[config.mk]
export PLATFORM = sky130hd
export DESIGN_NAME = current_limit_lock_fault_handler
export DESIGN_NICKNAME = d
export VERILOG_FILES = /design/src/hdl/lock_fault_pkg.sv /design/src/hdl/current_limit_lock_fault_handler.sv
export SDC_FILE = /design/constraint.sdc
export NUM_CORES = 1
export LEC_CHECK = 0
export ABC_CLOCK_PERIOD_IN_PS = 8900
export BUFFER_PORTS_ARGS = -buffer_cell sky130_fd_sc_hd__buf_2
export CORE_MARGIN = 1
export CORE_UTILIZATION = 60
export DETAILED_ROUTE_END_ITERATION = 16
export PLACE_DENSITY = 0.9
export REMOVE_ABC_BUFFERS = 1
export SYNTH_ARGS = -nofsm -noshare
export SYNTH_HDL_FRONTEND = slang
export SYNTH_SLANG_ARGS = --single-unit
[constraint.sdc]
create_clock -name clk_in -period 8.9 [get_ports clk_in]
set_clock_uncertainty 0.15 [all_clocks]
set_input_delay 1.335 -clock clk_in [delete_from_list [all_inputs] [get_ports clk_in]]
set_output_delay 1.335 -clock clk_in [all_outputs]
set_load 0.05 [all_outputs]
[src/hdl/lock_fault_pkg.sv]
package lock_fault_pkg;
  // clock and time base
  localparam int          CLK_MHZ            = 125;
  localparam int          FILTER_STEP_US     = 1;
  localparam int          FILTER_STEP_CYCLES = FILTER_STEP_US * CLK_MHZ;
  localparam int          US_CYCLES          = CLK_MHZ;
  localparam logic [15:0] RETRY_WAIT_US_RST  = 16'h03e8;

  // register word indices; byte address is four times the index
  localparam logic [9:0]  CONFIG_TWO_IDX   = 10'h092;
  localparam logic [9:0]  STATUS_IDX       = 10'h093;
  localparam logic [9:0]  MASK_IDX         = 10'h094;
  localparam logic [9:0]  RETRY_WAIT_IDX   = 10'h095;
  localparam logic [9:0]  STATE_IDX        = 10'h096;
  localparam logic [31:0] CONFIG_TWO_RST   = 32'h0000_0000;

  // fault_config_two fields
  localparam int ACTION_LSB      = 15;
  localparam int ACTION_W        = 4;
  localparam int FILTER_LSB      = 12;
  localparam int FILTER_W        = 3;
  localparam int RETRY_LIMIT_LSB = 0;
  localparam int RETRY_LIMIT_W   = 3;

  // action codes
  localparam logic [3:0] ACTION_REPORT   = 4'h8;
  localparam logic [3:0] ACTION_DISABLED = 4'h9;

  // status and mask bits
  localparam int EV_LOCK    = 0;
  localparam int EV_LATCHED = 1;
  localparam int EV_CLEARED = 2;
  localparam int EV_W       = 3;

  // state register fields
  localparam int ST_ACTIVE    = 0;
  localparam int ST_LATCHED   = 1;
  localparam int ST_BRAKE     = 2;
  localparam int ST_HIZ       = 3;
  localparam int ST_COUNT_LSB = 4;
  localparam int COUNT_W      = 5;

  typedef enum logic [1:0] {FAULT_IDLE, FAULT_RETRY, FAULT_LATCHED} fault_state_type;

  // attempts allowed per retry limit code, 0 meaning no limit
  function automatic logic [COUNT_W-1:0] retry_attempts(input logic [2:0] code);
    logic [COUNT_W-1:0] n;
    n = 5'h00;
    case (code)
      3'h1: n = 5'h02;
      3'h2: n = 5'h03;
      3'h3: n = 5'h05;
      3'h4: n = 5'h07;
      3'h5: n = 5'h0a;
      3'h6: n = 5'h0f;
      3'h7: n = 5'h14;
      default: n = 5'h00;
    endcase
    return n;
  endfunction : retry_attempts
endpackage : lock_fault_pkg

[src/hdl/current_limit_lock_fault_handler.sv]
module current_limit_lock_fault_handler
  import lock_fault_pkg::*;
#(
  parameter logic [15:0] RETRY_WAIT_US = lock_fault_pkg::RETRY_WAIT_US_RST
) (
  // clock and reset
  input  wire logic        clk_in,
  input  wire logic        reset_n_in,
  // avalon-mm slave
  input  wire logic [11:0] address_in,
  input  wire logic        read_in,
  input  wire logic        write_in,
  input  wire logic [3:0]  byteenable_in,
  input  wire logic [31:0] writedata_in,
  output logic      [31:0] readdata_out,
  output logic             waitrequest_out,
  // comparator pin
  input  wire logic        current_limit_trip_in,
  // driver and fault outputs
  output logic             fault_n_out,
  output logic             gate_hiz_out,
  output logic             low_side_brake_out,
  output logic             irq_out
);
  import lock_fault_pkg::*;

  localparam logic [9:0] FILTER_STEP = 10'(FILTER_STEP_CYCLES);
  localparam logic [6:0] US_LAST     = 7'(US_CYCLES - 1);

  logic [31:0]            config_two;
  logic [EV_W-1:0]        status;
  logic [EV_W-1:0]        mask;
  logic [15:0]            lock_retry_wait;
  logic                   ack;
  logic                   trip_meta;
  logic                   trip_sync;
  logic [9:0]             filt_cnt;
  logic                   lock_filtered;
  logic                   lock_filtered_d;
  logic [6:0]             us_div;
  logic                   us_tick;
  logic [15:0]            wait_cnt;
  logic [COUNT_W-1:0]     retry_count;
  logic                   fault_brake;
  fault_state_type        state;
  fault_state_type        next_state;
  logic [COUNT_W-1:0]     next_retry_count;
  logic [3:0]             action;
  logic [2:0]             filter_code;
  logic [2:0]             limit_code;
  logic [COUNT_W-1:0]     limit_attempts;
  logic [9:0]             filt_target;
  logic                   detect_enabled;
  logic                   report_mode;
  logic                   retry_mode;
  logic                   wait_done;
  logic                   bus_write;
  logic [9:0]             word_idx;
  logic                   addr_ok;
  logic                   clear_cmd;
  logic [EV_W-1:0]        events;
  logic [31:0]            state_word;

  assign action         = config_two[ACTION_LSB +: ACTION_W];
  assign filter_code    = config_two[FILTER_LSB +: FILTER_W];
  assign limit_code     = config_two[RETRY_LIMIT_LSB +: RETRY_LIMIT_W];
  assign limit_attempts = retry_attempts(limit_code);
  assign detect_enabled = action <= ACTION_REPORT;
  assign report_mode    = action == ACTION_REPORT;
  assign retry_mode     = action[3:2] == 2'b01;
  assign filt_target    = 10'(filter_code * FILTER_STEP);

  // ---------------- bus slave: one wait state on every access ----------------
  assign word_idx        = address_in[11:2];
  assign addr_ok         = address_in[1:0] == 2'b00;
  assign waitrequest_out = (read_in | write_in) & ~ack;
  assign bus_write       = write_in & ack & addr_ok;
  assign clear_cmd       = bus_write & (word_idx == STATE_IDX) & byteenable_in[0]
                           & writedata_in[ST_ACTIVE];

  function automatic logic [31:0] merge(input logic [31:0] old, input logic [31:0] d,
                                        input logic [3:0] be);
    logic [31:0] r;
    r = old;
    for (int i = 0; i < 4; i++) begin
      if (be[i]) begin
        r[8*i +: 8] = d[8*i +: 8];
      end
    end
    return r;
  endfunction : merge

  always_ff @(posedge clk_in) begin
    if (!reset_n_in) begin
      ack <= 1'b0;
    end else begin
      ack <= (read_in | write_in) & ~ack;
    end
  end

  assign state_word = {23'h0, retry_count, gate_hiz_out, low_side_brake_out,
                       state == FAULT_LATCHED, state != FAULT_IDLE};

  // read data loaded at the edge that raises ack, so it stands while waitrequest is low
  always_ff @(posedge clk_in) begin
    if (!reset_n_in) begin
      readdata_out <= 32'h0000_0000;
    end else if (read_in & ~ack) begin
      readdata_out <= 32'h0000_0000;
      if (addr_ok) begin
        unique case (word_idx)
          CONFIG_TWO_IDX: readdata_out <= config_two;
          STATUS_IDX:     readdata_out <= {29'h0, status};
          MASK_IDX:       readdata_out <= {29'h0, mask};
          RETRY_WAIT_IDX: readdata_out <= {16'h0, lock_retry_wait};
          STATE_IDX:      readdata_out <= state_word;
          default:        readdata_out <= 32'h0000_0000;
        endcase
      end
    end
  end

  always_ff @(posedge clk_in) begin
    if (!reset_n_in) begin
      config_two      <= CONFIG_TWO_RST;
      mask            <= '0;
      lock_retry_wait <= RETRY_WAIT_US;
    end else if (bus_write) begin
      if (word_idx == CONFIG_TWO_IDX) begin
        config_two <= merge(config_two, writedata_in, byteenable_in);
      end
      if (word_idx == MASK_IDX && byteenable_in[0]) begin
        mask <= writedata_in[EV_W-1:0];
      end
      if (word_idx == RETRY_WAIT_IDX) begin
        if (byteenable_in[0]) begin
          lock_retry_wait[7:0] <= writedata_in[7:0];
        end
        if (byteenable_in[1]) begin
          lock_retry_wait[15:8] <= writedata_in[15:8];
        end
      end
    end
  end

  // sticky events: a new event in the clearing cycle survives the write-one-to-clear
  always_ff @(posedge clk_in) begin
    if (!reset_n_in) begin
      status <= '0;
    end else begin
      status <= (status & ~((bus_write && word_idx == STATUS_IDX && byteenable_in[0])
                            ? writedata_in[EV_W-1:0] : '0)) | events;
    end
  end

  assign irq_out = |(status & mask);

  // ---------------- trip input: synchroniser and filter ----------------
  always_ff @(posedge clk_in) begin
    if (!reset_n_in) begin
      trip_meta <= 1'b0;
      trip_sync <= 1'b0;
    end else begin
      trip_meta <= current_limit_trip_in;
      trip_sync <= trip_meta;
    end
  end

  // counts cycles rather than us ticks so the filter time is exact, not off by a partial tick
  always_ff @(posedge clk_in) begin
    if (!reset_n_in) begin
      filt_cnt      <= '0;
      lock_filtered <= 1'b0;
    end else if (!trip_sync || !detect_enabled) begin
      filt_cnt      <= '0;
      lock_filtered <= 1'b0;
    end else if (filt_cnt >= filt_target) begin
      lock_filtered <= 1'b1;
    end else begin
      filt_cnt <= filt_cnt + 10'h001;
    end
  end

  always_ff @(posedge clk_in) begin
    if (!reset_n_in) begin
      lock_filtered_d <= 1'b0;
    end else begin
      lock_filtered_d <= lock_filtered;
    end
  end

  // ---------------- microsecond enable and retry wait ----------------
  always_ff @(posedge clk_in) begin
    if (!reset_n_in) begin
      us_div <= '0;
    end else begin
      us_div <= (us_div == US_LAST) ? 7'h00 : us_div + 7'h01;
    end
  end

  assign us_tick   = us_div == US_LAST;
  assign wait_done = state == FAULT_RETRY && wait_cnt >= lock_retry_wait;

  always_ff @(posedge clk_in) begin
    if (!reset_n_in || state != FAULT_RETRY) begin
      wait_cnt <= '0;
    end else if (us_tick && !wait_done) begin
      wait_cnt <= wait_cnt + 16'h0001;
    end
  end

  // ---------------- fault state machine ----------------
  always_comb begin
    next_state       = state;
    next_retry_count = retry_count;
    unique case (state)
      FAULT_IDLE: begin
        if (lock_filtered && !report_mode && detect_enabled) begin
          if (retry_mode) begin
            next_retry_count = (retry_count == '1) ? retry_count : retry_count + 5'h01;
            if (limit_attempts != '0 && next_retry_count > limit_attempts) begin
              next_state = FAULT_LATCHED;
            end else begin
              next_state = FAULT_RETRY;
            end
          end else begin
            next_state = FAULT_LATCHED;
          end
        end
      end
      FAULT_RETRY: begin
        if (wait_done) begin
          next_state = FAULT_IDLE;
        end
      end
      FAULT_LATCHED: begin
        next_state = FAULT_LATCHED;
      end
    endcase
    if (clear_cmd) begin
      next_state       = FAULT_IDLE;
      next_retry_count = '0;
    end
  end

  always_ff @(posedge clk_in) begin
    if (!reset_n_in) begin
      state       <= FAULT_IDLE;
      retry_count <= '0;
    end else begin
      state       <= next_state;
      retry_count <= next_retry_count;
    end
  end

  // gate reaction frozen at fault entry so a config write cannot flip a live bridge
  always_ff @(posedge clk_in) begin
    if (!reset_n_in) begin
      fault_brake <= 1'b0;
    end else if (state == FAULT_IDLE && next_state != FAULT_IDLE) begin
      fault_brake <= action[1];
    end
  end

  assign events[EV_LOCK]    = lock_filtered & ~lock_filtered_d;
  assign events[EV_LATCHED] = state != FAULT_LATCHED && next_state == FAULT_LATCHED;
  assign events[EV_CLEARED] = state == FAULT_RETRY && next_state == FAULT_IDLE && !clear_cmd;

  assign gate_hiz_out       = state != FAULT_IDLE && !fault_brake;
  assign low_side_brake_out = state != FAULT_IDLE && fault_brake;
  assign fault_n_out        = !(state != FAULT_IDLE || (report_mode && lock_filtered));

  // ---------------- checks ----------------
  filter_time_a: assert property (@(posedge clk_in) disable iff (!reset_n_in)
    $rose(lock_filtered) |-> $past(filt_cnt) == $past(filt_target) && $past(trip_sync))
    else $error("lock declared before the filter time elapsed");

  filter_zero_a: assert property (@(posedge clk_in) disable iff (!reset_n_in)
    trip_sync && detect_enabled && filter_code == 3'h0 && !lock_filtered |=> lock_filtered)
    else $error("unfiltered trip not declared next cycle");

  latch_hiz_a: assert property (@(posedge clk_in) disable iff (!reset_n_in)
    state == FAULT_IDLE && lock_filtered && action[3:1] == 3'b000 && !clear_cmd
    |=> state == FAULT_LATCHED && gate_hiz_out && !fault_n_out && !low_side_brake_out)
    else $error("latched tristate fault not taken");

  latch_brake_a: assert property (@(posedge clk_in) disable iff (!reset_n_in)
    state == FAULT_IDLE && lock_filtered && action[3:1] == 3'b001 && !clear_cmd
    |=> state == FAULT_LATCHED && low_side_brake_out && !fault_n_out && !gate_hiz_out)
    else $error("latched brake fault not taken");

  retry_hiz_a: assert property (@(posedge clk_in) disable iff (!reset_n_in)
    state == FAULT_IDLE && lock_filtered && action[3:1] == 3'b010 && !clear_cmd
    && (limit_attempts == '0 || retry_count < limit_attempts)
    |=> state == FAULT_RETRY && gate_hiz_out && !low_side_brake_out && !fault_n_out)
    else $error("retry fault not entered with tristate");

  retry_brake_a: assert property (@(posedge clk_in) disable iff (!reset_n_in)
    state == FAULT_IDLE && lock_filtered && action[3:1] == 3'b011 && !clear_cmd
    && (limit_attempts == '0 || retry_count < limit_attempts)
    |=> state == FAULT_RETRY && low_side_brake_out && !gate_hiz_out && !fault_n_out)
    else $error("retry fault not entered with brake");

  auto_clear_a: assert property (@(posedge clk_in) disable iff (!reset_n_in)
    state == FAULT_RETRY && wait_cnt >= lock_retry_wait |=> state == FAULT_IDLE)
    else $error("fault not cleared after retry wait");

  retry_limit_a: assert property (@(posedge clk_in) disable iff (!reset_n_in)
    state == FAULT_IDLE && lock_filtered && retry_mode && limit_attempts != '0
    && retry_count >= limit_attempts && !clear_cmd |=> state == FAULT_LATCHED)
    else $error("retry limit exceeded without latching");

  report_only_a: assert property (@(posedge clk_in) disable iff (!reset_n_in)
    state == FAULT_IDLE && report_mode |=> state == FAULT_IDLE)
    else $error("report only mode changed the bridge");

  disabled_a: assert property (@(posedge clk_in) disable iff (!reset_n_in)
    action >= ACTION_DISABLED |=> !lock_filtered)
    else $error("lock seen while detection disabled");

  disabled_quiet_a: assert property (@(posedge clk_in) disable iff (!reset_n_in)
    action >= ACTION_DISABLED && state == FAULT_IDLE && !clear_cmd
    |=> state == FAULT_IDLE && fault_n_out)
    else $error("disabled detection still raised a fault");

  filter_restart_a: assert property (@(posedge clk_in) disable iff (!reset_n_in)
    !trip_sync |=> filt_cnt == 10'h000 && !lock_filtered)
    else $error("filter not restarted when trip dropped");

  report_pins_a: assert property (@(posedge clk_in) disable iff (!reset_n_in)
    report_mode && lock_filtered && state == FAULT_IDLE
    |-> !fault_n_out && !gate_hiz_out && !low_side_brake_out)
    else $error("report only lock not shown on fault pin");

  lock_event_a: assert property (@(posedge clk_in) disable iff (!reset_n_in)
    $rose(lock_filtered) |=> status[EV_LOCK])
    else $error("lock event not recorded in status");
endmodule : current_limit_lock_fault_handler

; Word-level counts from Yosys, hierarchy flattened
; Cells that the tools add are included.
[word_totals]
latch_bits = 0
ramBits = 0
mem_bits_ro = 0
elab_cells = 121
in_bits = 53
output_inout_bits = 37
n_memories = 0
reg_bits = 132
[classes]
n_div = 0
reduce_logical = 44
mux = 11
mul = 1
magnitude_cmp = 4
eq_ne = 21
n_bitwise = 16
n_shift = 0
addsub = 4
[ops]
columns = op, n
row1 = $pmux 32 s5, 1
row2 = $eq 10x8->1 const B, 5
row3 = $pmux 5 s7, 1
row4 = $mux 32, 1
row5 = $reduce_and 3->1, 7
row6 = $add 16x1->16 const B, 1
row7 = $ge 16x16->1, 1
row8 = $logic_and 1x1->1, 15
row9 = $eq 3x3->1 const B, 4
row10 = $add 10x1->10 const B, 1
row11 = $ge 10x10->1, 1
row12 = $mul 3x7->10 const B, 1
row13 = $mux 2, 5
row14 = $and 1x1->1, 8
row15 = $logic_not 1->1, 8
row16 = $add 7x1->7 const B, 1
row17 = $eq 7x7->1 const B, 1
row18 = $and 3x3->3, 2
row19 = $eq 3x2->1 const B, 2
row20 = $logic_not 2->1, 3
row21 = $pmux 2 s3, 1
row22 = $reduce_or 2->1, 3
row23 = $add 5x1->5 const B, 1
row24 = $eq 5x5->1 const B, 1
row25 = 19 further kinds, 26

; Longest topological paths before layout
; Gate-level depths: netlist of the first run.
[depth]
depth_word = 13
ltp_mapped = 13

; Least setup slack after synthesis of the first run
; OpenSTA, ideal clock, no wires.
[synth_path]
kind = flip-flop to flip-flop
from = reg config_two[12]
to = reg filt_cnt[8]
t_required_ns = 8.675
synth_period_minus_slack_ns = 3.921
setup_slack_ns = 4.979
arrival_ns = 3.696
path_stages_with_launch = 12
cell_sequence = dfxtp_1 > fa_1 > inv_1 > fa_1 > fa_1 > xor2_1 > ha_1 > a2111o_1 > o22ai_1 > nor2_2 > or4_1 > a21oi_1
[synth_between]
elab_chain_cells = 2
[synth_lines]
columns = element, line_no
row1 = start: declaration, current_limit_lock_fault_handler.sv:30  ; logic [31:0] config_two;
row2 = start signal: assignment, current_limit_lock_fault_handler.sv:130  ; config_two <= merge(config_two, writedata_in, byteenable_in);
row3 = $mul 3x7->10, current_limit_lock_fault_handler.sv:71  ; assign filt_target = 10'(filter_code * FILTER_STEP);
row4 = $ge 10x10->1, current_limit_lock_fault_handler.sv:177  ; end else if (filt_cnt >= filt_target) begin
row5 = end signal: assignment, current_limit_lock_fault_handler.sv:180  ; filt_cnt <= filt_cnt + 10'h001;
row6 = end: declaration, current_limit_lock_fault_handler.sv:37  ; logic [9:0] filt_cnt;
; Every way passes these cells.
; A chain may end at the register's enable or synchronous reset.

; Worst setup path after layout of the first run
[layout_path]
from = reg config_two[12]
to = reg filt_cnt[7]
; The elaborated chain is that of the path after synthesis.

==> results of run 1 <==
-- per-layer routing --
metal	wire, um	track usage, %
met5	0	0
met3	990	6.63
met1	6880	35.4
met2	7400	47.2
met4	425	12.4
-- registers in the layout, summed over array words and instances (netlist names), 2 cells and up --
name	cells
filt_cnt	10
lock_retry_wait	16
readdata_out	32
us_div	7
wait_cnt	16
mask	3
retry_count	5
status	3
state	2
config_two	32
-- path summary, 6_finish.rpt --
kind | from | to | cells after the start
min | lock_retry_wait[15] | lock_retry_wait[15] | 2
max | config_two[12] | filt_cnt[7] | 11
max reg2reg | config_two[12] | filt_cnt[7] | 11
min reg2reg | lock_retry_wait[15] | lock_retry_wait[15] | 2
-- power by group through the flow --
stage               clock network (mW)  registers (mW)  logic (mW)
floorplan                            0           0.608      0.0204
global placement                     0           0.609      0.0474
detailed placement                   0           0.609      0.0477
CTS                              0.670           0.596      0.0481
global route                     0.700           0.597      0.0527
finish                           0.667           0.596      0.0484
-- worst reg2reg max path, cell delays in order (launching register included) --
cell      delay [ns]
dfxtp_1         0.41
fa_1            0.64
inv_1           0.11
fa_1            0.47
fa_1            0.39
xor2_1          0.15
ha_1            0.30
a2111o_1        0.40
o22ai_1         0.31
o21ai_1         0.15
or4_1           0.51
a21oi_1         0.17
-- kinds of logic after synthesis --
logic type	share of synthesized area (%)
AOI/OAI and AO/OA	12.6
xor gates and xnor gates	3.82
adders and majority gates	9.72
buffers and inverters	4.41
DFF	38.5
muxes	7.45
and+or+nand+nor	23.5
-- metrics by stage --
step / instance area, um^2 / cells / hold WS [ns]
CTS: 7930 / 991 / 0.313
global placement: 7360 / 960 / 0.265
global route: 7930 / 991 / 0.341
floorplan: 6710 / 728 / 0.262
finish: 7930 / 991 / 0.311
detailed placement: 7360 / 960 / 0.291
-- layout make-up --
type | instances | area share [%]
repair buffers | 92 | 5.90
clock inverters | 7 | 0.931
clock buffers | 24 | 6.20
flip-flops and latches | 132 | 33.3
well taps | 140 | 2.21
multi-input cells | 557 | 49.6
inverters | 39 | 1.85
-- synth_stat cells, types with 6 or more instances --
cell type and number:
o211ai_1 9, a21o_1 7, nand2_1 75, o21ai_0 23, nor2_1 56, clkbuf_1 23
xor2_1 11, and2_1 18, nor3_1 6, xnor2_1 19, mux2i_1 50, and3_1 13
ha_1 47, nor2b_1 65, a22oi_1 25, buf_2 11, a21oi_1 27, nand4_1 6
nand3_1 19, dfxtp_1 132, a21boi_1 8, inv_1 39
-- layout by cell type (no fill, tap or decap), types with 13 or more instances in the layout --
cell type / netlist / final
nor2_1: 56 / 56
clkbuf_16: 0 / 17
a21oi_1: 27 / 27
inv_1: 39 / 39
nor2b_1: 65 / 65
and3_1: 13 / 13
nand2_1: 75 / 75
ha_1: 47 / 47
buf_2: 11 / 89
and2_1: 18 / 18
a22oi_1: 25 / 25
xnor2_1: 19 / 19
o21ai_0: 23 / 23
mux2i_1: 50 / 50
dfxtp_1: 132 / 132
nand3_1: 19 / 19
==> results_dict.tcl, run 1 <==
set metrics [dict create \
    status "completed" \
    p_leak_nw 3.24 \
    finalSetupViolations 0 \
    tightest_slew_ns 1.01 \
    first_iter_violations 371 \
    grt_first_pass_wirelength_mm 26.1 \
    post-route-period-util_pct 47.8 \
    finalPower_mw 1.31 \
    dieArea_um2 11900 \
    switching_share_pct 21.8 \
    ctsHoldBuffers 0 \
    place_ws_ns 4.76 \
    cp.arrival_ns 4.44 \
    drcViolationCount 0 \
    path_buf_inv 1 \
    critPathTopFamily "adder cells" \
    vias 5723 \
    cts_tree "yes" \
    start_kind "flop" \
    clock_latency_ns 0.43 \
    clock-sinks 132 \
    cts-root-buf "clkbuf_16" \
    core_um2 11000 \
    vdd_drop_max_mv 0.154 \
    cellPowerDensity_nw_per_um2 165 \
    reg2reg_setup_slack_ns 4.65 \
    grt_pass1_vias 5427 \
    clk_pin_slew_worst_paths_ns 0.06 \
    nets 943 \
    critPathMaxFanout 7 \
    max-slew-margin-rel_pct 32.5 \
    ys_seq_area_share_pct 38.5 \
    htreeDepth 4 \
    postCtsResizedCells 0 \
    synth-edff-count 0 \
    cpPeakStageDelay_ns 0.64 \
    tns_ns 0 \
    seqPwrFrac_pct 45.5 \
    syn_avg_cell_area_um2 8.99 \
    max_clock_freq_mhz 235 \
    drtPass1Iterations 6 \
    p_switching_uw 286 \
    worstSetupEndpointType "flop" \
    async_flop_share_pct 0 \
    grt_start_max_net_pins 100 \
    max_cap_violations 0 \
    overflow 0 \
    start_util_pct 62.6 \
    die_h_um 109 \
    clkPwrFrac_pct 50.8 \
    power_frac_comb_pct 3.7 \
    hold_violations 0 \
    rows 38 \
    synth_area_um2 6870 \
    n_fill_cell 781 \
    fin_util_pct 72.2 \
    multiInputGateArea_um2 3930 \
    drive_above_1_share_pct 16.5 \
    yosys_most_used_dff "dfxtp_1" \
    synth_cell_types 63 \
    synth_warnings 0 \
    cts_buffers 17 \
    path_class "reg2reg" \
    gp_congestion 0.923 \
    synthCells 764 \
    wire_per_inst_um 15.8 \
    io_buffers 89 \
    groute.usage.overall_pct 28.6 \
    slowest_stage "fa_1" \
    diodes 0 \
    crit_top_cell "fa_1" \
    min_path_type "reg2reg" \
    path_cells "fa_1 -> inv_1 -> fa_1 -> fa_1 -> xor2_1 -> ha_1 -> a2111o_1 -> o22ai_1 -> o21ai_1 -> or4_1 -> a21oi_1" \
    clockBufferDepth 2 \
    internal_power_mw 1.03 \
    drt_wl_total_mm 15.7 \
    synth_area_leader_cell "dfxtp_1" \
    rsz0062_at_grt "no" \
    required_ns 9.09 \
    seq_area_um2 2640 \
    ant_nets 0 \
    fin_ws_ns 4.65 \
    synth_seq_cells 132 \
    netlist_top_cells_area "dfxtp_1 (38%), ha_1 (8.6%), mux2i_1 (7.3%), nor2b_1 (5.9%), nand2_1 (4.1%)" \
    via_per_inst 5.77 \
    cts_setup_buffers 0 \
    io_pins 90 \
    area_delta_synth_final_pct 15.4 \
    dp_hpwl_mm 11.0 \
    synth_top_area_share_pct 38.5 \
    timing.final.crit_period_ns 4.25 \
    antenna_found_initial 0 \
    slew_viol_final 0 \
    die_w_um 109 \
]
(Power assumes the default switching activity.)
==> inputs of run 2 (changes only) <==
--- a/config.mk
+++ b/config.mk
@@ -5,12 +5,13 @@
 export SDC_FILE = /design/constraint.sdc
 export NUM_CORES = 1
 export LEC_CHECK = 0
-export ABC_CLOCK_PERIOD_IN_PS = 8900
+export ABC_AREA = 1
+export ABC_CLOCK_PERIOD_IN_PS = 4000
 export BUFFER_PORTS_ARGS = -buffer_cell sky130_fd_sc_hd__buf_2
 export CORE_MARGIN = 1
-export CORE_UTILIZATION = 60
+export CORE_UTILIZATION = 58
 export DETAILED_ROUTE_END_ITERATION = 16
-export PLACE_DENSITY = 0.9
+export PLACE_DENSITY = 0.88
 export REMOVE_ABC_BUFFERS = 1
 export SYNTH_ARGS = -nofsm -noshare
 export SYNTH_HDL_FRONTEND = slang
==> constraint.sdc (replaced) <==
create_clock -name clk_in -period 4 [get_ports clk_in]
set_clock_uncertainty 0.15 [all_clocks]
set_input_delay 0.6 -clock clk_in [delete_from_list [all_inputs] [get_ports clk_in]]
set_output_delay 0.6 -clock clk_in [all_outputs]
set_load 0.05 [all_outputs]
==> run 2 against run 1 <==
Highest routed layer unchanged. Worst hold slack got worse by 0.10 ns. Core utilization down 1.7 points. Sequential power is 130% higher. Non-clock buffer count is 3 higher. Clock power rose to 2.6 times the previous value. Flip-flop and latch count did not move.
==> results_dict.tcl, run 2 <==
set metrics [dict create \
    status "completed" \
    core_um2 11500 \
    first_iter_violations 521 \
    synth_most_common_cell "nand2_1" \
    mostFrequentLayoutCells "nand2_1 (208), dfxtp_1 (132), inv_1 (118)" \
    syn_avg_cell_area_um2 7.17 \
    synth_warnings 0 \
    htreeDepth 4 \
    postCtsResizedCells 0 \
    n_fill_cell 911 \
    start_kind "flop" \
    ant_nets 0 \
    synth_seq_cells 132 \
    cp.arrival_ns 3.92 \
    io_buffers 89 \
    fin_ws_ns 0.231 \
    rows 39 \
    die_h_um 111 \
    wire_per_inst_um 15.2 \
    drive_above_1_share_pct 14.8 \
    hold_violations 0 \
    synth_area_leader_cell "dfxtp_1" \
    tns_ns 0 \
    rsz0062_at_grt "no" \
    tightest_slew_ns 1.00 \
    via_per_inst 5.65 \
    r2r_cells 13 \
    whs_path_depth 3 \
    synth-edff-count 0 \
    holdPathEnd "trip_meta" \
    yosys_most_used_dff "dfxtp_1" \
    grt_pass1_vias 6393 \
    cts-root-buf "clkbuf_16" \
    fin_cells 1200 \
    dieArea_um2 12300 \
    post-route-period-util_pct 94.2 \
    die_w_um 111 \
    max_clock_freq_mhz 265 \
    overflow 0 \
    io_pins 90 \
    p_leak_nw 3.54 \
    async_flop_share_pct 0 \
    timing.final.crit_period_ns 3.77 \
    max-slew-margin-rel_pct 33.0 \
    finalSetupViolations 0 \
    synth_cell_types 42 \
    slew_viol_final 0 \
    grt_start_max_net_pins 60 \
    ctsHoldBuffers 0 \
    clockBufferDepth 2 \
    place_area_um2 7420 \
    cellPowerDensity_nw_per_um2 412 \
    start_util_pct 60.0 \
    final_common_cell "nand2_1" \
    r2r-end "filt_cnt[1]" \
    path_class "reg2reg" \
    cts_tree "yes" \
    ys_seq_area_share_pct 38.4 \
    synthCells 959 \
    vdd_drop_max_mv 0.429 \
    fin_util_pct 70.4 \
    clk_pin_slew_worst_paths_ns 0.06 \
    drcViolationCount 0 \
    area_delta_synth_final_pct 17.4 \
    stdcell_area_um2 8080 \
    min_path_type "in2reg" \
    groute.usage.overall_pct 30.1 \
    synth_top_area_share_pct 38.4 \
    vias 6783 \
    drtPass1Iterations 6 \
    dp_hpwl_mm 12.1 \
    required_ns 4.15 \
    reg_top3 "config_two: 32 flops, readdata_out: 32 flops" \
    cts_setup_buffers 0 \
    antenna_found_initial 0 \
    drt_wl_total_mm 18.3 \
    place_ws_ns 0.248 \
    reg2reg_setup_slack_ns 0.23 \
    clock-sinks 132 \
    clock_latency_ns 0.42 \
    max_cap_violations 0 \
    netlist_top_cells_area "dfxtp_1 (38%), nand2_1 (11%), ha_1 (8.5%), a21oi_1 (7.3%), inv_1 (6.4%)" \
    worstSetupEndpointType "flop" \
    dp.cells 1168 \
    critPathMaxFanout 8 \
    diodes 0 \
    synthTopCellsByCount "nand2_1 (208), dfxtp_1 (132), inv_1 (118)" \
    gp_congestion 0.932 \
    synth_area_um2 6880 \
    r2r_start "config_two[13]" \
    min_from "current_limit_trip_in" \
    cts_buffers 17 \
    grt_first_pass_wirelength_mm 29.7 \
    nets 1148 \
]
## run 2: changes by cell type after synthesis, moves of 25 or more
| cell | delta |
|---|---|
| mux2i_1 | -50 |
| a22oi_1 | -25 |
| a21oi_1 | +74 |
| nand3_1 | +27 |
| nor2b_1 | -65 |
| nand2_1 | +133 |
| inv_1 | +79 |
| o21ai_0 | +48 |
| nor3_1 | +34 |
## run 2: critical path: stages, from the launching register on
cell and delay [ns]:
dfxtp_1 0.40, fa_1 0.60, inv_1 0.11, fa_1 0.47
fa_1 0.39, xor2_1 0.15, ha_1 0.29, a21oi_1 0.18
o21a_2 0.16, nand3_2 0.09, a21oi_4 0.26, inv_4 0.10
o21ai_0 0.22, a21oi_1 0.08
## run 2: cell type report
| class | instances | area [um^2] | area share [%] |
|---|---|---|---|
| Clock inverter | 13 | 205 | 2.54 |
| Timing Repair Buffer | 95 | 490 | 6.07 |
| Clock buffer | 19 | 443 | 5.48 |
| Sequential cell | 132 | 2640 | 32.7 |
| Tap cell | 143 | 179 | 2.21 |
| Inverter | 126 | 477 | 5.90 |
| Multi-Input combinational cell | 672 | 3640 | 45.1 |
## run 2: through the flow
stage	total power [mW]	hold WS, ns
floorplan	1.53	0.240
global placement	1.62	0.253
detailed placement	1.62	0.263
CTS	3.32	0.210
global route	3.41	0.215
finish	3.32	0.209
## run 2: per-layer routing
layer | GRT usage (%) | wire (um)
met1 | 36.6 | 7580
met2 | 51.5 | 8900
met3 | 5.52 | 1150
met4 | 14.0 | 660
met5 | 0 | 0
## run 2: how the worst max path moves through the flow
stage | start | to
floorplan | config_two[12] | filt_cnt[6]
global placement | config_two[12] | filt_cnt[6]
detailed placement | config_two[12] | filt_cnt[6]
CTS | config_two[13] | filt_cnt[1]
global route | config_two[12] | filt_cnt[1]
finish | config_two[13] | filt_cnt[1]
## run 2: cells by family (layout without fill, tap and decap cells)
logic type	count (synthesis)	in the layout	share of synthesized area, %
and+or+nand+nor	402	402	25.0
AOI/OAI and AO/OA	203	203	15.9
buffers and inverters	155	253	8.93
DFF	132	132	38.4
adders and majority gates	51	51	9.71
xor gates and xnor gates	16	16	2.04
## run 2: report_power, final
group	leakage, nW	internal (mW)	total, mW	switching [mW]
clock network	0.309	1.12	1.72	0.596
logic	2.16	0.0746	0.257	0.182
registers	1.06	1.33	1.35	0.0171
==> inputs of run 3 (changes only) <==
--- a/config.mk
+++ b/config.mk
@@ -5,7 +5,6 @@
 export SDC_FILE = /design/constraint.sdc
 export NUM_CORES = 1
 export LEC_CHECK = 0
-export ABC_AREA = 1
 export ABC_CLOCK_PERIOD_IN_PS = 4000
 export BUFFER_PORTS_ARGS = -buffer_cell sky130_fd_sc_hd__buf_2
 export CORE_MARGIN = 1
==> run 3 against run 2 <==
Sequential share of layout area shrank 0.54 points. Total power is 4.9% lower. Fmax down 4.8%. Non-clock buffer count rose by 12. Global-route usage decreased by 2.5 points. Critical path depth fell by 2.
==> results_dict.tcl, run 3 (synthesis gave the netlist of run 1 again) <==
set metrics [dict create \
    cts-root-buf "clkbuf_16" \
    worstSetupEndpointType "flop" \
    post-route-period-util_pct 99.0 \
    core_um2 11500 \
    first_iter_violations 442 \
    min_path_type "in2reg" \
    cts_buffers 17 \
    dp_hpwl_mm 11.0 \
    die_h_um 111 \
    max-slew-margin-rel_pct 39.6 \
    holdPathEnd "trip_meta" \
    max_clock_freq_mhz 253 \
    reg2reg_setup_slack_ns 0.04 \
    clock_latency_ns 0.43 \
    io_pins 90 \
    start_kind "flop" \
    whs_path_depth 2 \
    reg_top3 "config_two: 32 flops, readdata_out: 32 flops" \
    vdd_drop_max_mv 0.333 \
    clockBufferDepth 2 \
    path_cells "fa_1 -> inv_2 -> fa_2 -> fa_2 -> xor2_1 -> ha_1 -> a2111o_1 -> a211oi_4 -> nor2_4 -> or4_4 -> a21oi_2" \
    slew_viol_final 0 \
    r2r_start "config_two[13]" \
    grt_first_pass_wirelength_mm 27.3 \
    cellPowerDensity_nw_per_um2 384 \
    overflow 0 \
    critPathMaxFanout 7 \
    drcViolationCount 0 \
    drtPass1Iterations 5 \
    wire_per_inst_um 16.5 \
    final_common_cell "dfxtp_1" \
    fin_util_pct 71.7 \
    max_cap_violations 0 \
    clk_pin_slew_worst_paths_ns 0.06 \
    fin_cells 1010 \
    mostFrequentLayoutCells "dfxtp_1 (129), buf_2 (89), nand2_1 (75)" \
    antenna_found_initial 0 \
    start_util_pct 59.9 \
    via_per_inst 5.82 \
    path_buf_inv 1 \
    r2r_cells 11 \
    drt_wl_total_mm 16.7 \
    groute.usage.overall_pct 27.6 \
    dieArea_um2 12300 \
    io_buffers 89 \
    rsz0062_at_grt "yes" \
    clock-sinks 132 \
    nets 958 \
    tightest_slew_ns 0.904 \
    required_ns 4.20 \
    crit_top_cell "fa_2" \
    dp.cells 976 \
    htreeDepth 4 \
    cpPeakStageDelay_ns 0.58 \
    vias 5881 \
    status "completed" \
    rows 39 \
    cp.arrival_ns 4.16 \
    hold_violations 0 \
    critPathTopFamily "adder cells" \
    path_class "reg2reg" \
    min_from "current_limit_trip_in" \
    grt_start_max_net_pins 45 \
    cts_tree "yes" \
    ant_nets 0 \
    slowest_stage "fa_1" \
    diodes 0 \
    gp_congestion 0.869 \
    whs_ns 0.228 \
    finalSetupViolations 0 \
    area_delta_synth_final_pct 19.7 \
    p_leak_nw 3.36 \
    drive_above_1_share_pct 20.1 \
    r2r-end "filt_cnt[8]" \
    grt_pass1_vias 5770 \
    timing.final.crit_period_ns 3.96 \
    die_w_um 111 \
]
[run 3: how the worst max path moves through the flow]
stage | from | end | slack [ns] | depth (start not counted)
after floorplan | config_two[12] | filt_cnt[8] | 0.08 | 11
after global routing | config_two[13] | filt_cnt[8] | -0.08 | 11
after CTS | config_two[12] | filt_cnt[8] | -0.003 | 11
after detailed placement | config_two[12] | filt_cnt[8] | -0.006 | 11
final | config_two[13] | filt_cnt[8] | 0.04 | 11
after global placement | config_two[12] | filt_cnt[8] | 0.08 | 11
[run 3: power by group]
part,internal [mW],leakage (nW),total [mW],switching (mW)
Clock,1.11,0.298,1.72,0.615
Combinational,0.0452,1.99,0.110,0.0647
Sequential,1.32,1.07,1.33,0.00605
Total,2.48,3.36,3.16,0.686
[run 3: cell type report]
class / count / area [um^2]
inverters: 39 / 146
clock inverters: 15 / 230
flip-flops and latches: 132 / 2650
clock buffers: 17 / 425
fillers: 778 / 3240
repair buffers: 107 / 592
well taps: 143 / 179
multi-input cells: 557 / 4010
[run 3: through the flow]
stage	total power, mW	instance area, um^2	TNS [ns]	setup WS, ns
floorplan	1.40	6710	0	0.0794
global placement	1.46	7460	0	0.0818
detailed placement	1.46	7460	-0.00635	-0.00635
CTS	3.18	8130	-0.00340	-0.00340
global route	3.24	8220	-0.181	-0.0806
finish	3.16	8220	0	0.0419
[run 3: layer usage]
layer | track usage [%] | wire (um)
met1 | 34.8 | 7360
met2 | 43.9 | 7770
met3 | 7.00 | 1060
met4 | 13.9 | 497
met5 | 0 | 0
[run 3: repair_timing]
action,CTS,global route
hold buffers,0,0
pin swaps,0,16
gates resized for setup,1,20
gates cloned,0,0
setup endpoints to repair,1,5
setup buffers,0,2
